<file path="config.mk">
export PLATFORM = sky130hd
export DESIGN_NAME = ir_receive_capture_envelope
export DESIGN_NICKNAME = d
export VERILOG_FILES = /design/src/rtl/ir_capture_pkg.sv /design/src/rtl/rx_edge_if.sv /design/src/rtl/rx_edge_qualifier.sv /design/src/rtl/ir_receive_capture_envelope.sv
export SDC_FILE = /design/constraint.sdc
export NUM_CORES = 1
export LEC_CHECK = 0
export BUFFER_PORTS_ARGS = -buffer_cell sky130_fd_sc_hd__buf_4
export CAP_MARGIN = 20
export CELL_PAD_IN_SITES_DETAIL_PLACEMENT = 1
export CELL_PAD_IN_SITES_GLOBAL_PLACEMENT = 2
export CORE_MARGIN = 3
export CORE_UTILIZATION = 37
export CTS_BUF_LIST = sky130_fd_sc_hd__clkbuf_4 sky130_fd_sc_hd__clkbuf_8
export CTS_CLUSTER_DIAMETER = 30
export DETAILED_ROUTE_END_ITERATION = 10
export GPL_TIMING_DRIVEN = 0
export PLACE_DENSITY_LB_ADDON = 0.2
export REMOVE_ABC_BUFFERS = 1
export SETUP_SLACK_MARGIN = 0.05
export SKIP_LAST_GASP = 1
export SLEW_MARGIN = 30
export SYNTH_ARGS = -nofsm -noshare
export SYNTH_HDL_FRONTEND = slang
export SYNTH_HIERARCHICAL = 1
export SYNTH_SLANG_ARGS = --single-unit
</file>
<file path="constraint.sdc">
create_clock -name i_clk -period 5.85 [get_ports i_clk]
set_clock_uncertainty 0.1 [all_clocks]
set_input_delay 0.2925 -clock i_clk [delete_from_list [all_inputs] [get_ports i_clk]]
set_output_delay 0.2925 -clock i_clk [all_outputs]
set_load 0.02 [all_outputs]
</file>
<file path="src/rtl/ir_capture_pkg.sv">
// Constants and types shared by the infrared receive-capture and envelope logic
package ir_capture_pkg;
   localparam int          TIMER_W         = 16;
   localparam int          CLK_PERIOD_NS   = 10;
   localparam logic [15:0] TIMER_ZERO      = 16'h0000;
   localparam logic [15:0] TIMER_ONE       = 16'h0001;
   localparam logic [15:0] TIMER_MAX       = 16'hffff;
   localparam logic [1:0]  ENV_OFF         = 2'h0;
   localparam logic [1:0]  ENV_MODULATED   = 2'h1;
   localparam logic [1:0]  ENV_UNMODULATED = 2'h2;
   localparam logic [1:0]  EDGE_FALL       = 2'h0;
   localparam logic [1:0]  EDGE_RISE       = 2'h1;
   localparam logic [1:0]  EDGE_BOTH       = 2'h2;
   localparam logic [1:0]  EDGE_BOTH_ALT   = 2'h3;
   localparam logic [1:0]  ABSENCE_PERIODS = 2'h2;
   localparam logic [1:0]  ABSENCE_ZERO    = 2'h0;
   localparam logic [1:0]  ABSENCE_STEP    = 2'h1;

   typedef enum logic [0:0] {
      RX_WAIT_FIRST = 1'b0,
      RX_COUNTING   = 1'b1
   } rx_state_t;
endpackage : ir_capture_pkg

</file>
<file path="src/rtl/rx_edge_if.sv">
// Edge information passed from the receive pin qualifier to the capture logic
`timescale 1ns/1ns
`default_nettype none
interface rx_edge_if;
   logic [1:0] edge_select;
   logic       qualified;
   logic       rising;
   logic       level;

   modport qualifier (input edge_select, output qualified, output rising, output level);
   modport consumer  (output edge_select, input qualified, input rising, input level);
endinterface : rx_edge_if
`default_nettype wire

</file>
<file path="src/rtl/rx_edge_qualifier.sv">
// Synchroniser and edge qualifier for the infrared receive pin
`timescale 1ns/1ns
`default_nettype none
module rx_edge_qualifier (
   input  wire logic  i_clk,
   input  wire logic  i_rst_n,
   input  wire logic  i_receive_in_pin,
   rx_edge_if.qualifier edges
);
   logic pin_meta;
   logic pin_sync;
   logic pin_prev;
   wire  rise_seen;
   wire  fall_seen;

   // Two stages before any logic looks at the pin
   always_ff @(posedge i_clk or negedge i_rst_n) begin
      // Reset to the pin's idle high level so release shows no false edge
      if (!i_rst_n) begin
         pin_meta <= 1'b1;
         pin_sync <= 1'b1;
         pin_prev <= 1'b1;
      end else begin
         pin_meta <= i_receive_in_pin;
         pin_sync <= pin_meta;
         pin_prev <= pin_sync;
      end
   end

   assign rise_seen = pin_sync & ~pin_prev;
   assign fall_seen = ~pin_sync & pin_prev;

   // One pulse per transition, filtered by the selected edge kind
   assign edges.qualified =
      (edges.edge_select == ir_capture_pkg::EDGE_FALL) ? fall_seen :
      (edges.edge_select == ir_capture_pkg::EDGE_RISE) ? rise_seen :
      (rise_seen | fall_seen);
   assign edges.rising = rise_seen;
   assign edges.level  = pin_sync;
endmodule : rx_edge_qualifier
`default_nettype wire

</file>
<file path="src/rtl/ir_receive_capture_envelope.sv">
// Infrared timer receive capture, burst count and external envelope output
//
// Contract
// - Envelope select 01b or 10b drives envelope pin
// - Polarity 0: envelope pin follows modulation bit
// - Polarity 1: envelope pin carries inverted modulation bit
// - Carrier pin modulated for 01b, unmodulated for 10b
// - Receive mode when direction 0 and enabled
// - Edge select picks qualifying receive transitions
// - First qualified event starts timer from zero
// - Timer ticks per carrier cycle or per clock
// - Later event loads data bit with pin level
// - Later event copies timer into modulator time
// - Reload bit clears timer on event, counting continues
// - Timer wrap before event sets overflow flag
// - Receive runs until transmit or disable
// - Standard receive sets interrupt flag per capture
// - Burst mode stops capture into modulator time
// - Burst mode counts qualified edges in modulator time
// - Two carrier periods without edge set flag
// - Entering burst mode loads modulator time 0001h
// - Burst mode keeps frequency measure and reload
// - Interrupt request only while interrupt enable set
`timescale 1ns/1ns
`default_nettype none
module ir_receive_capture_envelope (
   input  wire logic        i_clk,
   input  wire logic        i_rst_n,
   input  wire logic        i_timer_enable,
   input  wire logic        i_direction_bit,
   input  wire logic [1:0]  i_edge_select,
   input  wire logic        i_frequency_measure,
   input  wire logic        i_capture_reload,
   input  wire logic        i_burst_count_mode,
   input  wire logic        i_timer_interrupt_enable,
   input  wire logic [1:0]  i_envelope_select,
   input  wire logic        i_output_polarity,
   input  wire logic        i_modulation_bit,
   input  wire logic [15:0] i_carrier_period,
   input  wire logic        i_carrier_wave,
   input  wire logic        i_tx_interval_boundary,
   input  wire logic        i_receive_in_pin,
   input  wire logic        i_clear_overflow,
   input  wire logic        i_clear_interrupt,
   output logic             o_envelope_out_pin,
   output logic             o_carrier_out_pin,
   output logic [15:0]      o_timer_value,
   output logic [15:0]      o_modulator_time,
   output logic             o_captured_bit,
   output logic             o_overflow_flag,
   output logic             o_timer_interrupt_flag,
   output logic             o_irq,
   output logic             o_receive_active
);
   // Reset release synchroniser
   logic rst_meta;
   logic rst_n;

   always_ff @(posedge i_clk or negedge i_rst_n) begin
      if (!i_rst_n) begin
         rst_meta <= 1'b0;
         rst_n    <= 1'b0;
      end else begin
         rst_meta <= 1'b1;
         rst_n    <= rst_meta;
      end
   end

   // Receive pin edges
   rx_edge_if edges ();

   assign edges.edge_select = i_edge_select;

   rx_edge_qualifier u_edge (
      .i_clk            (i_clk),
      .i_rst_n          (rst_n),
      .i_receive_in_pin (i_receive_in_pin),
      .edges            (edges)
   );

   // State
   ir_capture_pkg::rx_state_t rx_state;
   ir_capture_pkg::rx_state_t next_rx_state;
   logic [15:0]               carrier_cnt;
   logic [15:0]               next_carrier_cnt;
   logic [15:0]               timer_value;
   logic [15:0]               next_timer_value;
   logic [15:0]               modulator_time;
   logic [15:0]               next_modulator_time;
   logic [1:0]                absence_cnt;
   logic [1:0]                next_absence_cnt;
   logic                      absence_armed;
   logic                      next_absence_armed;
   logic                      burst_prev;
   logic                      captured_bit;
   logic                      overflow_flag;
   logic                      interrupt_flag;
   logic                      tx_prev;
   logic                      envelope;
   logic                      next_envelope;
   logic                      mod_hold;
   logic                      carrier_out;

   // Decode
   wire rx_active;
   wire tx_active;
   wire tx_start;
   wire tx_sample;
   wire carrier_tick;
   wire timer_inc;
   wire first_event;
   wire later_event;
   wire burst_enter;
   wire burst_edge;
   wire absence_last;
   wire absence_hit;
   wire timer_at_max;
   wire std_capture;
   wire reload_hit;
   wire overflow_set;
   wire interrupt_set;
   wire envelope_en;
   wire carrier_mod;
   wire next_carrier_out;

   assign rx_active    = i_timer_enable & ~i_direction_bit;
   assign tx_active    = i_timer_enable & i_direction_bit;
   assign tx_start     = tx_active & ~tx_prev;
   assign tx_sample    = tx_start | (tx_active & i_tx_interval_boundary);
   assign carrier_tick = rx_active & (carrier_cnt == i_carrier_period);
   // Carrier ticks or raw clocks, in both receive variants
   assign timer_inc    = (rx_state == ir_capture_pkg::RX_COUNTING) &
                         (i_frequency_measure | carrier_tick);
   assign first_event  = rx_active & (rx_state == ir_capture_pkg::RX_WAIT_FIRST) & edges.qualified;
   assign later_event  = rx_active & (rx_state == ir_capture_pkg::RX_COUNTING) & edges.qualified;
   assign burst_enter  = i_burst_count_mode & ~burst_prev;
   assign burst_edge   = rx_active & i_burst_count_mode & edges.qualified;
   assign absence_last = absence_cnt == (ir_capture_pkg::ABSENCE_PERIODS - ir_capture_pkg::ABSENCE_STEP);
   // An edge in the tick that ends the second period still counts as carrier
   assign absence_hit  = rx_active & i_burst_count_mode & absence_armed & carrier_tick &
                         absence_last & ~edges.qualified;
   assign timer_at_max = timer_value == ir_capture_pkg::TIMER_MAX;
   assign std_capture  = later_event & ~i_burst_count_mode;
   assign reload_hit   = later_event & i_capture_reload;
   // A wrap in the same cycle as an event is not an overflow
   assign overflow_set  = rx_active & timer_inc & ~later_event & timer_at_max;
   assign interrupt_set = std_capture | absence_hit;

   assign envelope_en = (i_envelope_select == ir_capture_pkg::ENV_MODULATED) |
                        (i_envelope_select == ir_capture_pkg::ENV_UNMODULATED);
   assign carrier_mod = (i_envelope_select == ir_capture_pkg::ENV_UNMODULATED) ?
                        i_carrier_wave : (i_carrier_wave & mod_hold);
   assign next_carrier_out = tx_active ? (carrier_mod ^ i_output_polarity) : i_output_polarity;

   // Receive sequencing
   always_comb begin
      next_rx_state = rx_state;
      case (rx_state)
         ir_capture_pkg::RX_WAIT_FIRST: begin
            if (first_event) begin
               next_rx_state = ir_capture_pkg::RX_COUNTING;
            end
         end
         ir_capture_pkg::RX_COUNTING: begin
            if (!rx_active) begin
               next_rx_state = ir_capture_pkg::RX_WAIT_FIRST;
            end
         end
         default: begin
            next_rx_state = ir_capture_pkg::RX_WAIT_FIRST;
         end
      endcase
   end

   // Carrier period divider, runs only in receive
   // Cleared outside receive so each start begins a full carrier cycle
   always_comb begin
      if (!rx_active || carrier_tick) begin
         next_carrier_cnt = ir_capture_pkg::TIMER_ZERO;
      end else begin
         next_carrier_cnt = carrier_cnt + ir_capture_pkg::TIMER_ONE;
      end
   end

   // Timer value
   always_comb begin
      next_timer_value = timer_value;
      if (first_event) begin
         next_timer_value = ir_capture_pkg::TIMER_ZERO;
      end else if (reload_hit) begin
         next_timer_value = ir_capture_pkg::TIMER_ZERO;
      end else if (rx_active && timer_inc) begin
         next_timer_value = timer_value + ir_capture_pkg::TIMER_ONE;
      end
   end

   // Modulator time: capture, or edge count in burst mode
   always_comb begin
      next_modulator_time = modulator_time;
      if (burst_enter) begin
         next_modulator_time = ir_capture_pkg::TIMER_ONE;
      end else if (burst_edge) begin
         next_modulator_time = modulator_time + ir_capture_pkg::TIMER_ONE;
      end else if (std_capture) begin
         next_modulator_time = timer_value;
      end
   end

   // Carrier absence watch, re-armed by every qualified edge
   always_comb begin
      next_absence_cnt   = absence_cnt;
      next_absence_armed = absence_armed;
      if (!rx_active || !i_burst_count_mode) begin
         next_absence_cnt   = ir_capture_pkg::ABSENCE_ZERO;
         next_absence_armed = 1'b0;
      end else if (edges.qualified) begin
         next_absence_cnt   = ir_capture_pkg::ABSENCE_ZERO;
         next_absence_armed = 1'b1;
      end else if (absence_hit) begin
         next_absence_cnt   = ir_capture_pkg::ABSENCE_ZERO;
         next_absence_armed = 1'b0; // One flag per space
      end else if (carrier_tick) begin
         next_absence_cnt   = absence_cnt + ir_capture_pkg::ABSENCE_STEP;
      end
   end

   // Envelope pin, sampled at transmit start and interval boundaries
   always_comb begin
      next_envelope = envelope;
      if (!tx_active || !envelope_en) begin
         next_envelope = i_output_polarity;
      end else if (tx_sample) begin
         next_envelope = i_modulation_bit ^ i_output_polarity;
      end
   end

   // Timer holds while receive is off; a restart waits for a new first edge
   always_ff @(posedge i_clk or negedge rst_n) begin
      if (!rst_n) begin
         rx_state    <= ir_capture_pkg::RX_WAIT_FIRST;
         timer_value <= ir_capture_pkg::TIMER_ZERO;
      end else begin
         rx_state    <= next_rx_state;
         timer_value <= next_timer_value;
      end
   end

   always_ff @(posedge i_clk or negedge rst_n) begin
      if (!rst_n) begin
         carrier_cnt <= ir_capture_pkg::TIMER_ZERO;
      end else begin
         carrier_cnt <= next_carrier_cnt;
      end
   end

   always_ff @(posedge i_clk or negedge rst_n) begin
      if (!rst_n) begin
         absence_cnt   <= ir_capture_pkg::ABSENCE_ZERO;
         absence_armed <= 1'b0;
      end else begin
         absence_cnt   <= next_absence_cnt;
         absence_armed <= next_absence_armed;
      end
   end

   // Previous-cycle copies for the burst entry and transmit start detectors
   always_ff @(posedge i_clk or negedge rst_n) begin
      if (!rst_n) begin
         burst_prev <= 1'b0;
         tx_prev    <= 1'b0;
      end else begin
         burst_prev <= i_burst_count_mode;
         tx_prev    <= tx_active;
      end
   end

   always_ff @(posedge i_clk or negedge rst_n) begin
      if (!rst_n) begin
         modulator_time <= ir_capture_pkg::TIMER_ZERO;
      end else begin
         modulator_time <= next_modulator_time;
      end
   end

   // Captured level also follows edges in burst mode
   always_ff @(posedge i_clk or negedge rst_n) begin
      if (!rst_n) begin
         captured_bit <= 1'b0;
      end else if (later_event) begin
         captured_bit <= edges.rising;
      end
   end

   // Set wins over a clear in the same cycle; no later event drops a flag
   always_ff @(posedge i_clk or negedge rst_n) begin
      if (!rst_n) begin
         overflow_flag <= 1'b0;
      end else begin
         overflow_flag <= overflow_set | (overflow_flag & ~i_clear_overflow);
      end
   end

   always_ff @(posedge i_clk or negedge rst_n) begin
      if (!rst_n) begin
         interrupt_flag <= 1'b0;
      end else begin
         interrupt_flag <= interrupt_set | (interrupt_flag & ~i_clear_interrupt);
      end
   end

   always_ff @(posedge i_clk or negedge rst_n) begin
      if (!rst_n) begin
         envelope    <= 1'b0;
         carrier_out <= 1'b0;
      end else begin
         envelope    <= next_envelope;
         carrier_out <= next_carrier_out;
      end
   end

   // Modulation bit held between boundaries to gate the carrier
   always_ff @(posedge i_clk or negedge rst_n) begin
      if (!rst_n) begin
         mod_hold <= 1'b0;
      end else if (tx_sample) begin
         mod_hold <= i_modulation_bit;
      end
   end

   assign o_envelope_out_pin     = envelope;
   assign o_carrier_out_pin      = carrier_out;
   assign o_timer_value          = timer_value;
   assign o_modulator_time       = modulator_time;
   assign o_captured_bit         = captured_bit;
   assign o_overflow_flag        = overflow_flag;
   assign o_timer_interrupt_flag = interrupt_flag;
   assign o_irq                  = i_timer_interrupt_enable & (overflow_flag | interrupt_flag);
   assign o_receive_active       = rx_active;
endmodule : ir_receive_capture_envelope
`default_nettype wire

</file>
==> flow_summary_export.csv, run 1 <==
group,metric,value,unit
status,status,"finished clean",
cells_and_area,diodes,0,
place,hpwl,7630,um
synth,syn_area_per_cell,9.12,sq um
clocking,path_clk_slew,0.08,ns
route,dr.pass1.iters,4,
global_routing,grt_pass1_vias,3375,
clocking,cts_tree,"built",
setup_path,crit_fanout,13,
timing,rsz0062_at_grt,"no",
route,vias_per_cell,5.43,
min_path,holdCritStartpoint,"i_clear_overflow",
route,num_vias,3237,
timing,finalHoldViolCount,0,
cells_and_area,final_nets,504,
setup_path,cp-start-kind,"register",
die,num_rows,35,
power_and_ir_drop,p_sw,0.240,mW
clocking,clock_sinks,65,
setup_path,rr_worst_depth,7,
job,maxCapViolations,0,
clocking,clockBufferDepth,2,
timing,slew_violations,0,
setup_path,path_delay_family,"compound AO/OA/AOI/OAI gates",
route,drt-wirelength-per-cell,17.3,um
cells_and_area,layout.cells.non_filler,596,
synth,ys.flop_type,"dfrtp_1",
synth,yosysWarnings,6,
synth,ys_seq_elements,65,
min_path,hp-class,"primary input to register",
power_and_ir_drop,power_density,216,nW/um^2
timing,setup_tns,0,ns
synth,async_flop_share,100,%
setup_path,crit_buf_inv,1,
global_routing,overflow,0,
power_and_ir_drop,combPwrFrac,9.5,%
synth,synth_edf_count,0,
power_and_ir_drop,internal_power,0.728,mW
setup_path,slowest_delay,0.69,ns
synth,syn_area,3570,sq um
global_routing,grt_max_degree,37,
setup_path,worstPathArrival,3.57,ns
setup_path,worstReg2RegEnd,"o_modulator_time[6]$_DFFE_PN0P_",
clocking,cts_buffers,9,
setup_path,r2r_slack,2.43,ns
power_and_ir_drop,leakage,1.91,nW
clocking,clk_latency,0.35,ns
global_routing,antenna_found_initial,0,
timing,finalSetupViolations,0,
die,io-pin-count,74,
power_and_ir_drop,peakVddDrop,0.000108,V
power_and_ir_drop,clockPowerShare,41.7,%
global_routing,grt_pass1_wl,17400,um
route,drc,0,
min_path,hold_path_depth,2,
clocking,cts_resized,0,
clocking,htreeDepth,3,
setup_path,critPathKind,"register to register",
timing,fmaxAchievable,293,MHz
route,ant_nets,0,
place,portBuffers,73,
place,finalWeightedCongestion,0.786,
clocking,cts_setup_buffers,0,
setup_path,timing.rr.start,"u_edge/edges.level$_DFF_PN1_",
synth,seq_area_frac_synth,45.6,%
setup_path,path_cells,"inv_1, ha_1, mux2i_1, nand3b_1, o21ai_0, nand2_1, o21ai_0",
global_routing,grt_usage,19.8,%
min_path,hold-path-endpoint,"o_overflow_flag$_DFF_PN0_",
synth,netlist-cell-type-count,43,
die,die_area,10900,sq um
setup_path,cp-end-kind,"register",
clocking,hold_buffers,2,
setup_path,cp.required,6.00,ns
timing,finalCritPeriodShare,58.4,%
power_and_ir_drop,p_total,0.968,mW
setup_path,cp_common_cell,"o21ai_0",
timing,timing.slew.headroom,40.6,%
power_and_ir_drop,p_seq_share,48.8,%
setup_path,cp_slowest_cell,"mux2i_1",
die,fp.dieW,104,um
timing,fin_crit,3.42,ns
place,placed_cells,578,
die,die_h,104,um
clocking,cts-root-buf,"clkbuf_8",
timing,tightest_slew,0.866,ns
die,start_util,38.3,%
power_and_ir_drop,p_sw_share,24.8,%
synth,syn_inst,392,
cells_and_area,drive_gt1_share,21.4,%
route,drt_iter0_markers,154,
cells_and_area,synthToLayoutAreaGrowth,25.3,%
route,totalWireLength,10300,um
die,core_area,9330,sq um
==> cell type report <==
type	count	area [sq um]
tap	129	161
fill	1097	4850
inverter	15	56.3
timing repair buffer	76	588
multi-input combinational	295	1830
clock buffer	13	166
clock inverter	3	40.0
sequential	65	1630
==> cell usage after synthesis (2+ instances only) <==
cell	instances	area share, %
o31ai_1	13	2.7
and4_1	3	0.74
nor4_1	3	0.53
or3_1	3	0.53
a22oi_1	6	1.3
nand2b_1	2	0.35
nand2_1	30	3.2
o21ai_0	33	4.6
nand3_1	21	2.9
mux2i_1	3	0.84
nor3b_1	3	0.63
o211ai_1	2	0.42
buf_2	3	0.42
a21oi_1	29	4.1
and3_1	11	1.9
o31a_1	2	0.49
and2_1	2	0.35
nor2b_1	6	1.1
or4_1	13	2.7
or3b_1	2	0.49
nor3_1	6	0.84
clkbuf_1	14	1.5
mux2_2	2	0.63
a32oi_1	2	0.49
dfrtp_1	62	43
xor2_1	8	2.0
xnor2_1	25	6.1
o21a_1	3	0.63
ha_1	7	2.5
inv_1	15	1.6
nand4_1	12	2.1
o22ai_1	2	0.35
dfstp_2	3	2.2
a31oi_1	2	0.35
nor2_1	31	3.3
==> routing by layer <==
metal  up-vias  track usage [%]  wire length [um]  share of wire (%)
met4         0             4.46                76               0.74
li1       1558                -                 -                  -
met1      1600             27.5              4950                 48
met5         -                0                 0                  0
met2        73             31.2              4830                 47
met3         6             4.72               451                4.4
==> how the worst max path moves through the flow <==
stage,from,to,slack [ns],cells after the start
2_1_floorplan,u_edge/edges.level$_DFF_PN1_,o_modulator_time[5]$_DFFE_PN0P_,3.26,7
3_3_place_gp,u_edge/edges.level$_DFF_PN1_,o_timer_value[4]$_DFFE_PN0P_,2.55,7
3_5_place_dp,u_edge/edges.level$_DFF_PN1_,o_modulator_time[5]$_DFFE_PN0P_,2.46,7
4_1_cts,u_edge/edges.level$_DFF_PN1_,o_modulator_time[5]$_DFFE_PN0P_,2.39,7
5_1_grt,u_edge/edges.level$_DFF_PN1_,o_modulator_time[5]$_DFFE_PN0P_,2.12,7
6_report,u_edge/edges.level$_DFF_PN1_,o_modulator_time[6]$_DFFE_PN0P_,2.43,7
==> sequential cells by signal (all words and copies together) (netlist names), 2 cells and up <==
signal,cells
absence_cnt,2
o_timer_value,16
o_modulator_time,16
carrier_cnt,16
==> power groups by stage <==
| stage | Sequential, mW | Combinational (mW) | Clock, mW |
|---|---|---|---|
| floorplan | 0.485 | 0.0375 | 0 |
| global placement | 0.485 | 0.0816 | 0 |
| detailed placement | 0.481 | 0.0913 | 0 |
| CTS | 0.472 | 0.0927 | 0.417 |
| global route | 0.474 | 0.102 | 0.438 |
| finish | 0.472 | 0.0918 | 0.404 |
==> logic make-up after synthesis <==
kind of cell | after synthesis | share of synthesized area, %
DFF | 65 | 45.6
buffers and inverters | 32 | 3.47
adders and majority gates | 7 | 2.45
xor gates and xnor gates | 33 | 8.09
and+or+nand+nor | 150 | 22.1
other | 1 | 0.105
muxes | 5 | 1.47
AOI/OAI and AO/OA | 99 | 16.7
==> placed cells by master (no fill, tap or decap), types with 7 or more instances in the layout <==
cell type and instances:
xnor2_1 25, clkbuf_8 11, or4_1 13, and3_1 11, nor2_1 31, xor2_1 8
nand2_1 30, nand3_1 20, inv_1 15, ha_1 7, buf_4 73, o21ai_0 33
nand4_1 12, a21oi_1 29, o31ai_1 13, dfrtp_1 61
==> metrics by stage <==
stage | hold slack (ns) | utilization (%) | cell area [sq um] | setup WS, ns
floorplan | -0.103 | - | 3510 | 3.26
global placement | -0.0246 | 45.2 | 4220 | 2.55
detailed placement | -0.0250 | 45.5 | 4240 | 2.46
CTS | 0.00810 | 47.9 | 4470 | 2.39
global route | 0.0241 | 48.0 | 4480 | 2.12
finish | 0.0211 | 48.0 | 4480 | 2.43
==> worst reg2reg max path, cell delays in order (launching register included) <==
cell      delay (ns)
dfstp_2         0.55
inv_1           0.05
ha_1            0.29
mux2i_1         0.69
nand3b_1        0.38
o21ai_0         0.59
nand2_1         0.42
o21ai_0         0.28
(Power assumes the default switching activity.)
==> run 2: changes to the inputs <==
--- a/config.mk
+++ b/config.mk
@@ -5,12 +5,13 @@
 export SDC_FILE = /design/constraint.sdc
 export NUM_CORES = 1
 export LEC_CHECK = 0
+export ABC_AREA = 1
 export BUFFER_PORTS_ARGS = -buffer_cell sky130_fd_sc_hd__buf_4
 export CAP_MARGIN = 20
 export CELL_PAD_IN_SITES_DETAIL_PLACEMENT = 1
 export CELL_PAD_IN_SITES_GLOBAL_PLACEMENT = 2
 export CORE_MARGIN = 3
-export CORE_UTILIZATION = 37
+export CORE_UTILIZATION = 29
 export CTS_BUF_LIST = sky130_fd_sc_hd__clkbuf_4 sky130_fd_sc_hd__clkbuf_8
 export CTS_CLUSTER_DIAMETER = 30
 export DETAILED_ROUTE_END_ITERATION = 10
==> constraint.sdc (replaced) <==
create_clock -name i_clk -period 3.08 [get_ports i_clk]
set_clock_uncertainty 0.1 [all_clocks]
set_input_delay 0.154 -clock i_clk [delete_from_list [all_inputs] [get_ports i_clk]]
set_output_delay 0.154 -clock i_clk [all_outputs]
set_load 0.02 [all_outputs]
==> run 2 against run 1 <==
Against the previous run: via count up 27%; area after synthesis grew 18%; combinational power increased to 5.4 times the previous value; first-iteration DRC count is 17% higher; sequential power rose by 120%; fmax rose by 20%; total power increased by 140%; die area grew 47%; cell count grew 43%.
==> flow_summary_export.csv, run 2 <==
group,metric,value,unit
timing,timing.slew.headroom,47.9,%
cells_and_area,fillers,1754,
timing,finalCritPeriodShare,92.8,%
timing,timing.hold.ws,0.0167,ns
setup_path,cp-end-kind,"register",
route,vias_per_cell,4.82,
synth,yosysMostFrequentCell,"nand2_1",
route,dr.pass1.iters,4,
synth,yosysTopAreaCellShare,36.8,%
global_routing,overflow,0,
route,drt_iter0_markers,180,
synth,ys_top_cells_by_area,"dfrtp_1 37%, nand2_1 14%, inv_1 7.6%",
synth,synth_top_area_cell,"dfrtp_1",
timing,tightest_slew,0.776,ns
synth,yosysWarnings,6,
die,die_h,127,um
job,maxCapViolations,0,
route,num_vias,4122,
synth,syn_inst,588,
route,drt-wirelength-per-cell,15.2,um
setup_path,slowest_delay,0.63,ns
global_routing,antenna_found_initial,0,
die,io-pin-count,74,
cells_and_area,multi_input_area,2150,sq um
timing,fin_crit,2.86,ns
setup_path,cp_common_cell,"inv_1",
synth,ys.flop_type,"dfrtp_1",
die,start_util,30.0,%
clocking,clockBufferDepth,2,
place,finalWeightedCongestion,0.793,
die,num_rows,43,
die,die_area,16000,sq um
setup_path,setup.worst_path.start,"u_edge/edges.level$_DFF_PN1_",
cells_and_area,diodes,0,
route,drc,0,
cells_and_area,synthToLayoutAreaGrowth,24.2,%
setup_path,crit_fanout,24,
clocking,path_clk_slew,0.08,ns
synth,async_flop_share,100,%
global_routing,grt_pass1_vias,4371,
timing,finalHoldViolCount,0,
setup_path,timing.rr.start,"u_edge/edges.level$_DFF_PN1_",
setup_path,critPathKind,"register to register",
timing,rsz0062_at_grt,"no",
global_routing,grt_pass1_wl,21900,um
synth,syn_area,4210,sq um
setup_path,crit_buf_inv,2,
cells_and_area,final_nets,712,
setup_path,worstPathArrival,3.00,ns
clocking,cts_buffers,9,
synth,syn_area_per_cell,7.17,sq um
cells_and_area,drive_gt1_share,18.2,%
clocking,clk_latency,0.37,ns
die,core_area,14000,sq um
global_routing,grt_max_degree,42,
setup_path,cp_slowest_cell,"inv_1",
cells_and_area,seqCellArea,1630,sq um
power_and_ir_drop,peakVddDrop,0.000203,V
min_path,holdCritStartpoint,"i_clear_interrupt",
place,hpwl,9750,um
clocking,cts_tree,"built",
status,status,"finished clean",
timing,setup_tns,0,ns
cells_and_area,final_cell_mix,"162 x nand2_1, 85 x inv_1, 73 x buf_4",
global_routing,grt_usage,17.0,%
synth,ys_seq_elements,65,
clocking,htreeDepth,3,
timing,slew_violations,0,
min_path,hp-class,"primary input to register",
synth,synth_edf_count,0,
setup_path,cp.required,3.22,ns
cells_and_area,mostFrequentLayoutCell,"nand2_1",
clocking,cts-root-buf,"clkbuf_8",
die,fp.dieW,127,um
synth,netlist-cell-type-count,42,
timing,fmaxAchievable,350,MHz
setup_path,path_cells,"inv_1, ha_1, or2_0, nand2_1, nand2_2, inv_1, o21ai_0, o2111ai_1, o21ai_1",
clocking,clock_sinks,65,
synth,synth_common_cells,"162 x nand2_1, 85 x inv_1, 62 x dfrtp_1",
route,ant_nets,0,
setup_path,cp-start-kind,"register",
timing,finalSetupViolations,0,
clocking,cts_resized,0,
power_and_ir_drop,leakage,2.59,nW
place,portBuffers,73,
synth,seq_area_frac_synth,38.7,%
setup_path,path_delay_family,"buffers and inverters",
route,totalWireLength,13000,um
power_and_ir_drop,power_density,448,nW/um^2
run 2: changes by cell type in the layout (fill, tap and decap cells not counted), moves of 7 or more:
cell	before	now
nand2_1	30	162
inv_1	15	85
nand3_1	20	50
nor2_1	31	61
a21oi_1	29	7
xnor2_1	25	4
o31ai_1	13	0
or4_1	13	0
o21ai_0	33	21
and3_1	11	1
nor3_1	6	16
dlygate4sd3_1	2	10
nand4_1	12	20
o21ai_1	0	7
run 2: what timing repair did:
item | CTS | global route
setup buffers | 0 | 0
hold endpoints to repair | 8 | 0
hold buffers | 10 | 0
run 2: worst paths after layout:
path | to | slack [ns] | depth (start not counted)
max in group asynchronous | o_modulator_time[13]$_DFFE_PN0P_ | 2.19 | 1
hold reg to reg | o_envelope_out_pin$_DFFE_PN0P_ | 0.15 | 0
setup / recovery | o_modulator_time[2]$_DFFE_PN0P_ | 0.22 | 9
setup reg to reg | o_modulator_time[2]$_DFFE_PN0P_ | 0.22 | 9
hold / removal | o_timer_interrupt_flag$_DFF_PN0_ | 0.02 | 4
min in group asynchronous | o_envelope_out_pin$_DFFE_PN0P_ | 0.15 | 0
run 2: metrics by stage:
stage               cell area [sq um]  util [%]  power, mW  worst slack (ns)  instances
finish                           5230      37.3       2.35             0.223        855
global route                     5230      37.3       2.49            0.0649        855
CTS                              5230      37.3       2.39             0.276        855
detailed placement               4930      35.1       1.58             0.313        829
global placement                 4890      34.8       1.56           -0.0229        828
floorplan                        4120         -       1.32             0.631        575
run 2: cells by family (layout without fill, tap and decap cells):
group                      count (synthesis)  after routing  synth area share [%]
AOI/OAI and AO/OA                         48             48                  6.41
xor gates and xnor gates                  15             15                  3.12
adders and majority gates                  7              7                  2.08
buffers and inverters                    104            191                  10.5
DFF                                       65             65                  38.7
muxes                                      3              3                 0.772
other                                      1              1                0.0890
and+or+nand+nor                          345            345                  38.4
run 2: per-layer routing:
layer / routed length (um) / part of all wire (%) / up-vias / global-route usage (%)
li1: - / - / 2050 / -
met1: 6300 / 49 / 2011 / 23.3
met2: 6130 / 47 / 49 / 27.7
met3: 339 / 2.6 / 12 / 2.61
met4: 208 / 1.6 / 0 / 5.49
met5: 0 / 0 / - / 0
run 2: where the power goes:
group	switching, mW	internal (mW)	total [mW]
sequential	0.137	0.926	1.06
combinational	0.282	0.215	0.497
clock	0.352	0.434	0.786
total	0.771	1.57	2.35
run 2: cell type report:
class                      instances  share of cell area (%)
clock inverter                     3                   0.765
tap                              180                    4.30
sequential                        65                    31.2
multi-input combinational        419                    41.1
timing repair buffer              84                    12.9
clock buffer                      13                    3.18
inverter                          91                    6.53
run 2: worst min-delay path, delay by kind of cell:
kind	cells	cell delay [ns]
AOI/OAI and AO/OA	2	0.13
buffers and inverters	2	0.17
==> run 3: changes to the inputs <==
--- a/config.mk
+++ b/config.mk
@@ -8,10 +8,10 @@
 export ABC_AREA = 1
 export BUFFER_PORTS_ARGS = -buffer_cell sky130_fd_sc_hd__buf_4
 export CAP_MARGIN = 20
-export CELL_PAD_IN_SITES_DETAIL_PLACEMENT = 1
-export CELL_PAD_IN_SITES_GLOBAL_PLACEMENT = 2
+export CELL_PAD_IN_SITES_DETAIL_PLACEMENT = 0
+export CELL_PAD_IN_SITES_GLOBAL_PLACEMENT = 1
 export CORE_MARGIN = 3
-export CORE_UTILIZATION = 29
+export CORE_UTILIZATION = 38
 export CTS_BUF_LIST = sky130_fd_sc_hd__clkbuf_4 sky130_fd_sc_hd__clkbuf_8
 export CTS_CLUSTER_DIAMETER = 30
 export DETAILED_ROUTE_END_ITERATION = 10
==> run 3 against run 2 <==
Against the previous run: wire length decreased by 16%; cell count decreased by 5.1%; first-iteration DRC count increased by 39%; die area decreased by 23%; sequential share of layout area increased by 0.39 points; utilization increased by 12 points; clock power decreased by 2%; critical endpoint is now o_modulator_time[12]$_DFFE_PN0P_; critical path type unchanged; highest routed layer unchanged; total power decreased by 0.94%.
==> flow_summary_export.csv, run 3 (synthesis results as in run 2) <==
group,metric,value,unit
status,status,"finished clean",
clocking,path_clk_slew,0.08,ns
clocking,clockBufferDepth,2,
clocking,clock_sinks,65,
die,fp.dieW,111,um
clocking,cts_tree,"built",
global_routing,grt_usage,18.0,%
place,hpwl,8050,um
clocking,cts-root-buf,"clkbuf_8",
global_routing,grt_pass1_vias,3801,
die,die_area,12400,sq um
route,dr.pass1.iters,4,
setup_path,cp-end-kind,"register",
route,vias_per_cell,4.93,
setup_path,worstPathArrival,2.90,ns
timing,timing.slew.headroom,54.2,%
place,portBuffers,73,
clocking,clk_latency,0.35,ns
timing,tightest_slew,0.686,ns
cells_and_area,layout.cells.non_filler,811,
place,placed_cells,785,
global_routing,grt_pass1_wl,18500,um
route,totalWireLength,10900,um
setup_path,rr_worst_depth,12,
cells_and_area,synthToLayoutAreaGrowth,22.7,%
die,start_util,39.9,%
power_and_ir_drop,power_density,450,nW/um^2
timing,setup_tns,0,ns
cells_and_area,final_nets,712,
setup_path,worstReg2RegEnd,"o_modulator_time[12]$_DFFE_PN0P_",
timing,rsz0062_at_grt,"no",
global_routing,gr-usage-met2,27.2,%
job,maxCapViolations,0,
timing,finalHoldViolCount,0,
setup_path,timing.rr.start,"u_edge/edges.level$_DFF_PN1_",
setup_path,setup.worst_path.start,"u_edge/edges.level$_DFF_PN1_",
timing,setup_ws,0.376,ns
power_and_ir_drop,clockPowerShare,33.3,%
min_path,hp-class,"primary input to register",
setup_path,cp.required,3.27,ns
global_routing,grt_max_degree,39,
place,placed_cell_area,4860,sq um
die,num_rows,37,
setup_path,crit_fanout,11,
setup_path,r2r_slack,0.38,ns
cells_and_area,fin_util,49.0,%
cells_and_area,final_cell_mix,"162 x nand2_1, 85 x inv_1, 73 x buf_4",
timing,timing.hold.ws,0.0380,ns
route,drt-wirelength-per-cell,13.5,um
global_routing,antenna_found_initial,0,
timing,fin_crit,2.70,ns
clocking,cts_buffers,9,
power_and_ir_drop,internal_power,1.54,mW
route,drt_iter0_markers,250,
cells_and_area,drive_gt1_share,18.2,%
clocking,hold_buffers,10,
power_and_ir_drop,p_seq_share,45.7,%
place,finalWeightedCongestion,0.831,
clocking,cts_resized,0,
global_routing,use_met1,26.1,%
place,place_ws,0.124,ns
route,drc,0,
timing,fmaxAchievable,370,MHz
power_and_ir_drop,leakage,2.58,nW
die,io-pin-count,74,
die,die_h,111,um
power_and_ir_drop,p_sw,0.787,mW
power_and_ir_drop,p_total,2.32,mW
cells_and_area,mostFrequentLayoutCell,"nand2_1",
timing,finalSetupViolations,0,
cells_and_area,diodes,0,
power_and_ir_drop,p_sw_share,33.9,%
route,num_vias,4000,
timing,slew_violations,0,
setup_path,cp-start-kind,"register",
cells_and_area,final_cell_area,5170,sq um
setup_path,critPathKind,"register to register",
global_routing,met3_usage,2.73,%
route,ant_nets,0,
power_and_ir_drop,combPwrFrac,21.0,%
clocking,htreeDepth,3,
setup_path,worstSetupEndpoint,"o_modulator_time[12]$_DFFE_PN0P_",
clocking,cts_setup_buffers,0,
timing,finalCritPeriodShare,87.8,%
global_routing,overflow,0,
power_and_ir_drop,peakVddDrop,0.000340,V
global_routing,top_usage_layer,"met2",
die,core_area,10600,sq um
run 3: cell count changes in the layout (fill, tap and decap cells not counted), sizes merged:
cell / delta
clkinv: +1
clkinvlp: +2
clkbuf: -3
run 3: worst min path at each step:
stage | from | endpoint | slack (ns) | depth (start not counted)
2_1_floorplan | i_rst_n | rst_meta$_DFF_PN0_ | -0.24 | 0
3_3_place_gp | i_rst_n | rst_meta$_DFF_PN0_ | -0.16 | 1
3_5_place_dp | i_rst_n | rst_meta$_DFF_PN0_ | -0.16 | 1
4_1_cts | i_clear_interrupt | o_timer_interrupt_flag$_DFF_PN0_ | 0.03 | 4
5_1_grt | i_clear_interrupt | o_timer_interrupt_flag$_DFF_PN0_ | 0.04 | 4
6_report | i_clear_interrupt | o_timer_interrupt_flag$_DFF_PN0_ | 0.04 | 4
run 3: final cells by class:
type	count	area (sq um)
Clock buffer	10	138
Clock inverter	6	67.6
Fill cell	1072	5390
Inverter	91	342
Multi-Input combinational cell	419	2150
Sequential cell	65	1630
Tap cell	136	170
Timing Repair Buffer	84	668
run 3: critical path: stages (launching register included):
cell and delay [ns]:
dfstp_2 0.55, inv_1 0.04, ha_1 0.27, or2_0 0.21, nand2_1 0.17, nand2_2 0.20, nand2_1 0.15, nor2_4 0.09
nor2_2 0.38, inv_1 0.19, a21oi_1 0.16, nand2_1 0.06, nand2_1 0.05
run 3: power groups by stage:
stage / clock, mW / combinational (mW) / sequential (mW)
finish: 0.774 / 0.489 / 1.06
global route: 0.829 / 0.541 / 1.08
CTS: 0.787 / 0.494 / 1.06
detailed placement: 0 / 0.480 / 1.08
global placement: 0 / 0.459 / 1.08
floorplan: 0 / 0.207 / 1.12
run 3: layer usage:
metal	part of all wire (%)	vias up
li1	-	2044
met1	50	1848
met4	1.8	0
met2	44	92
met5	0	-
met3	5.0	16
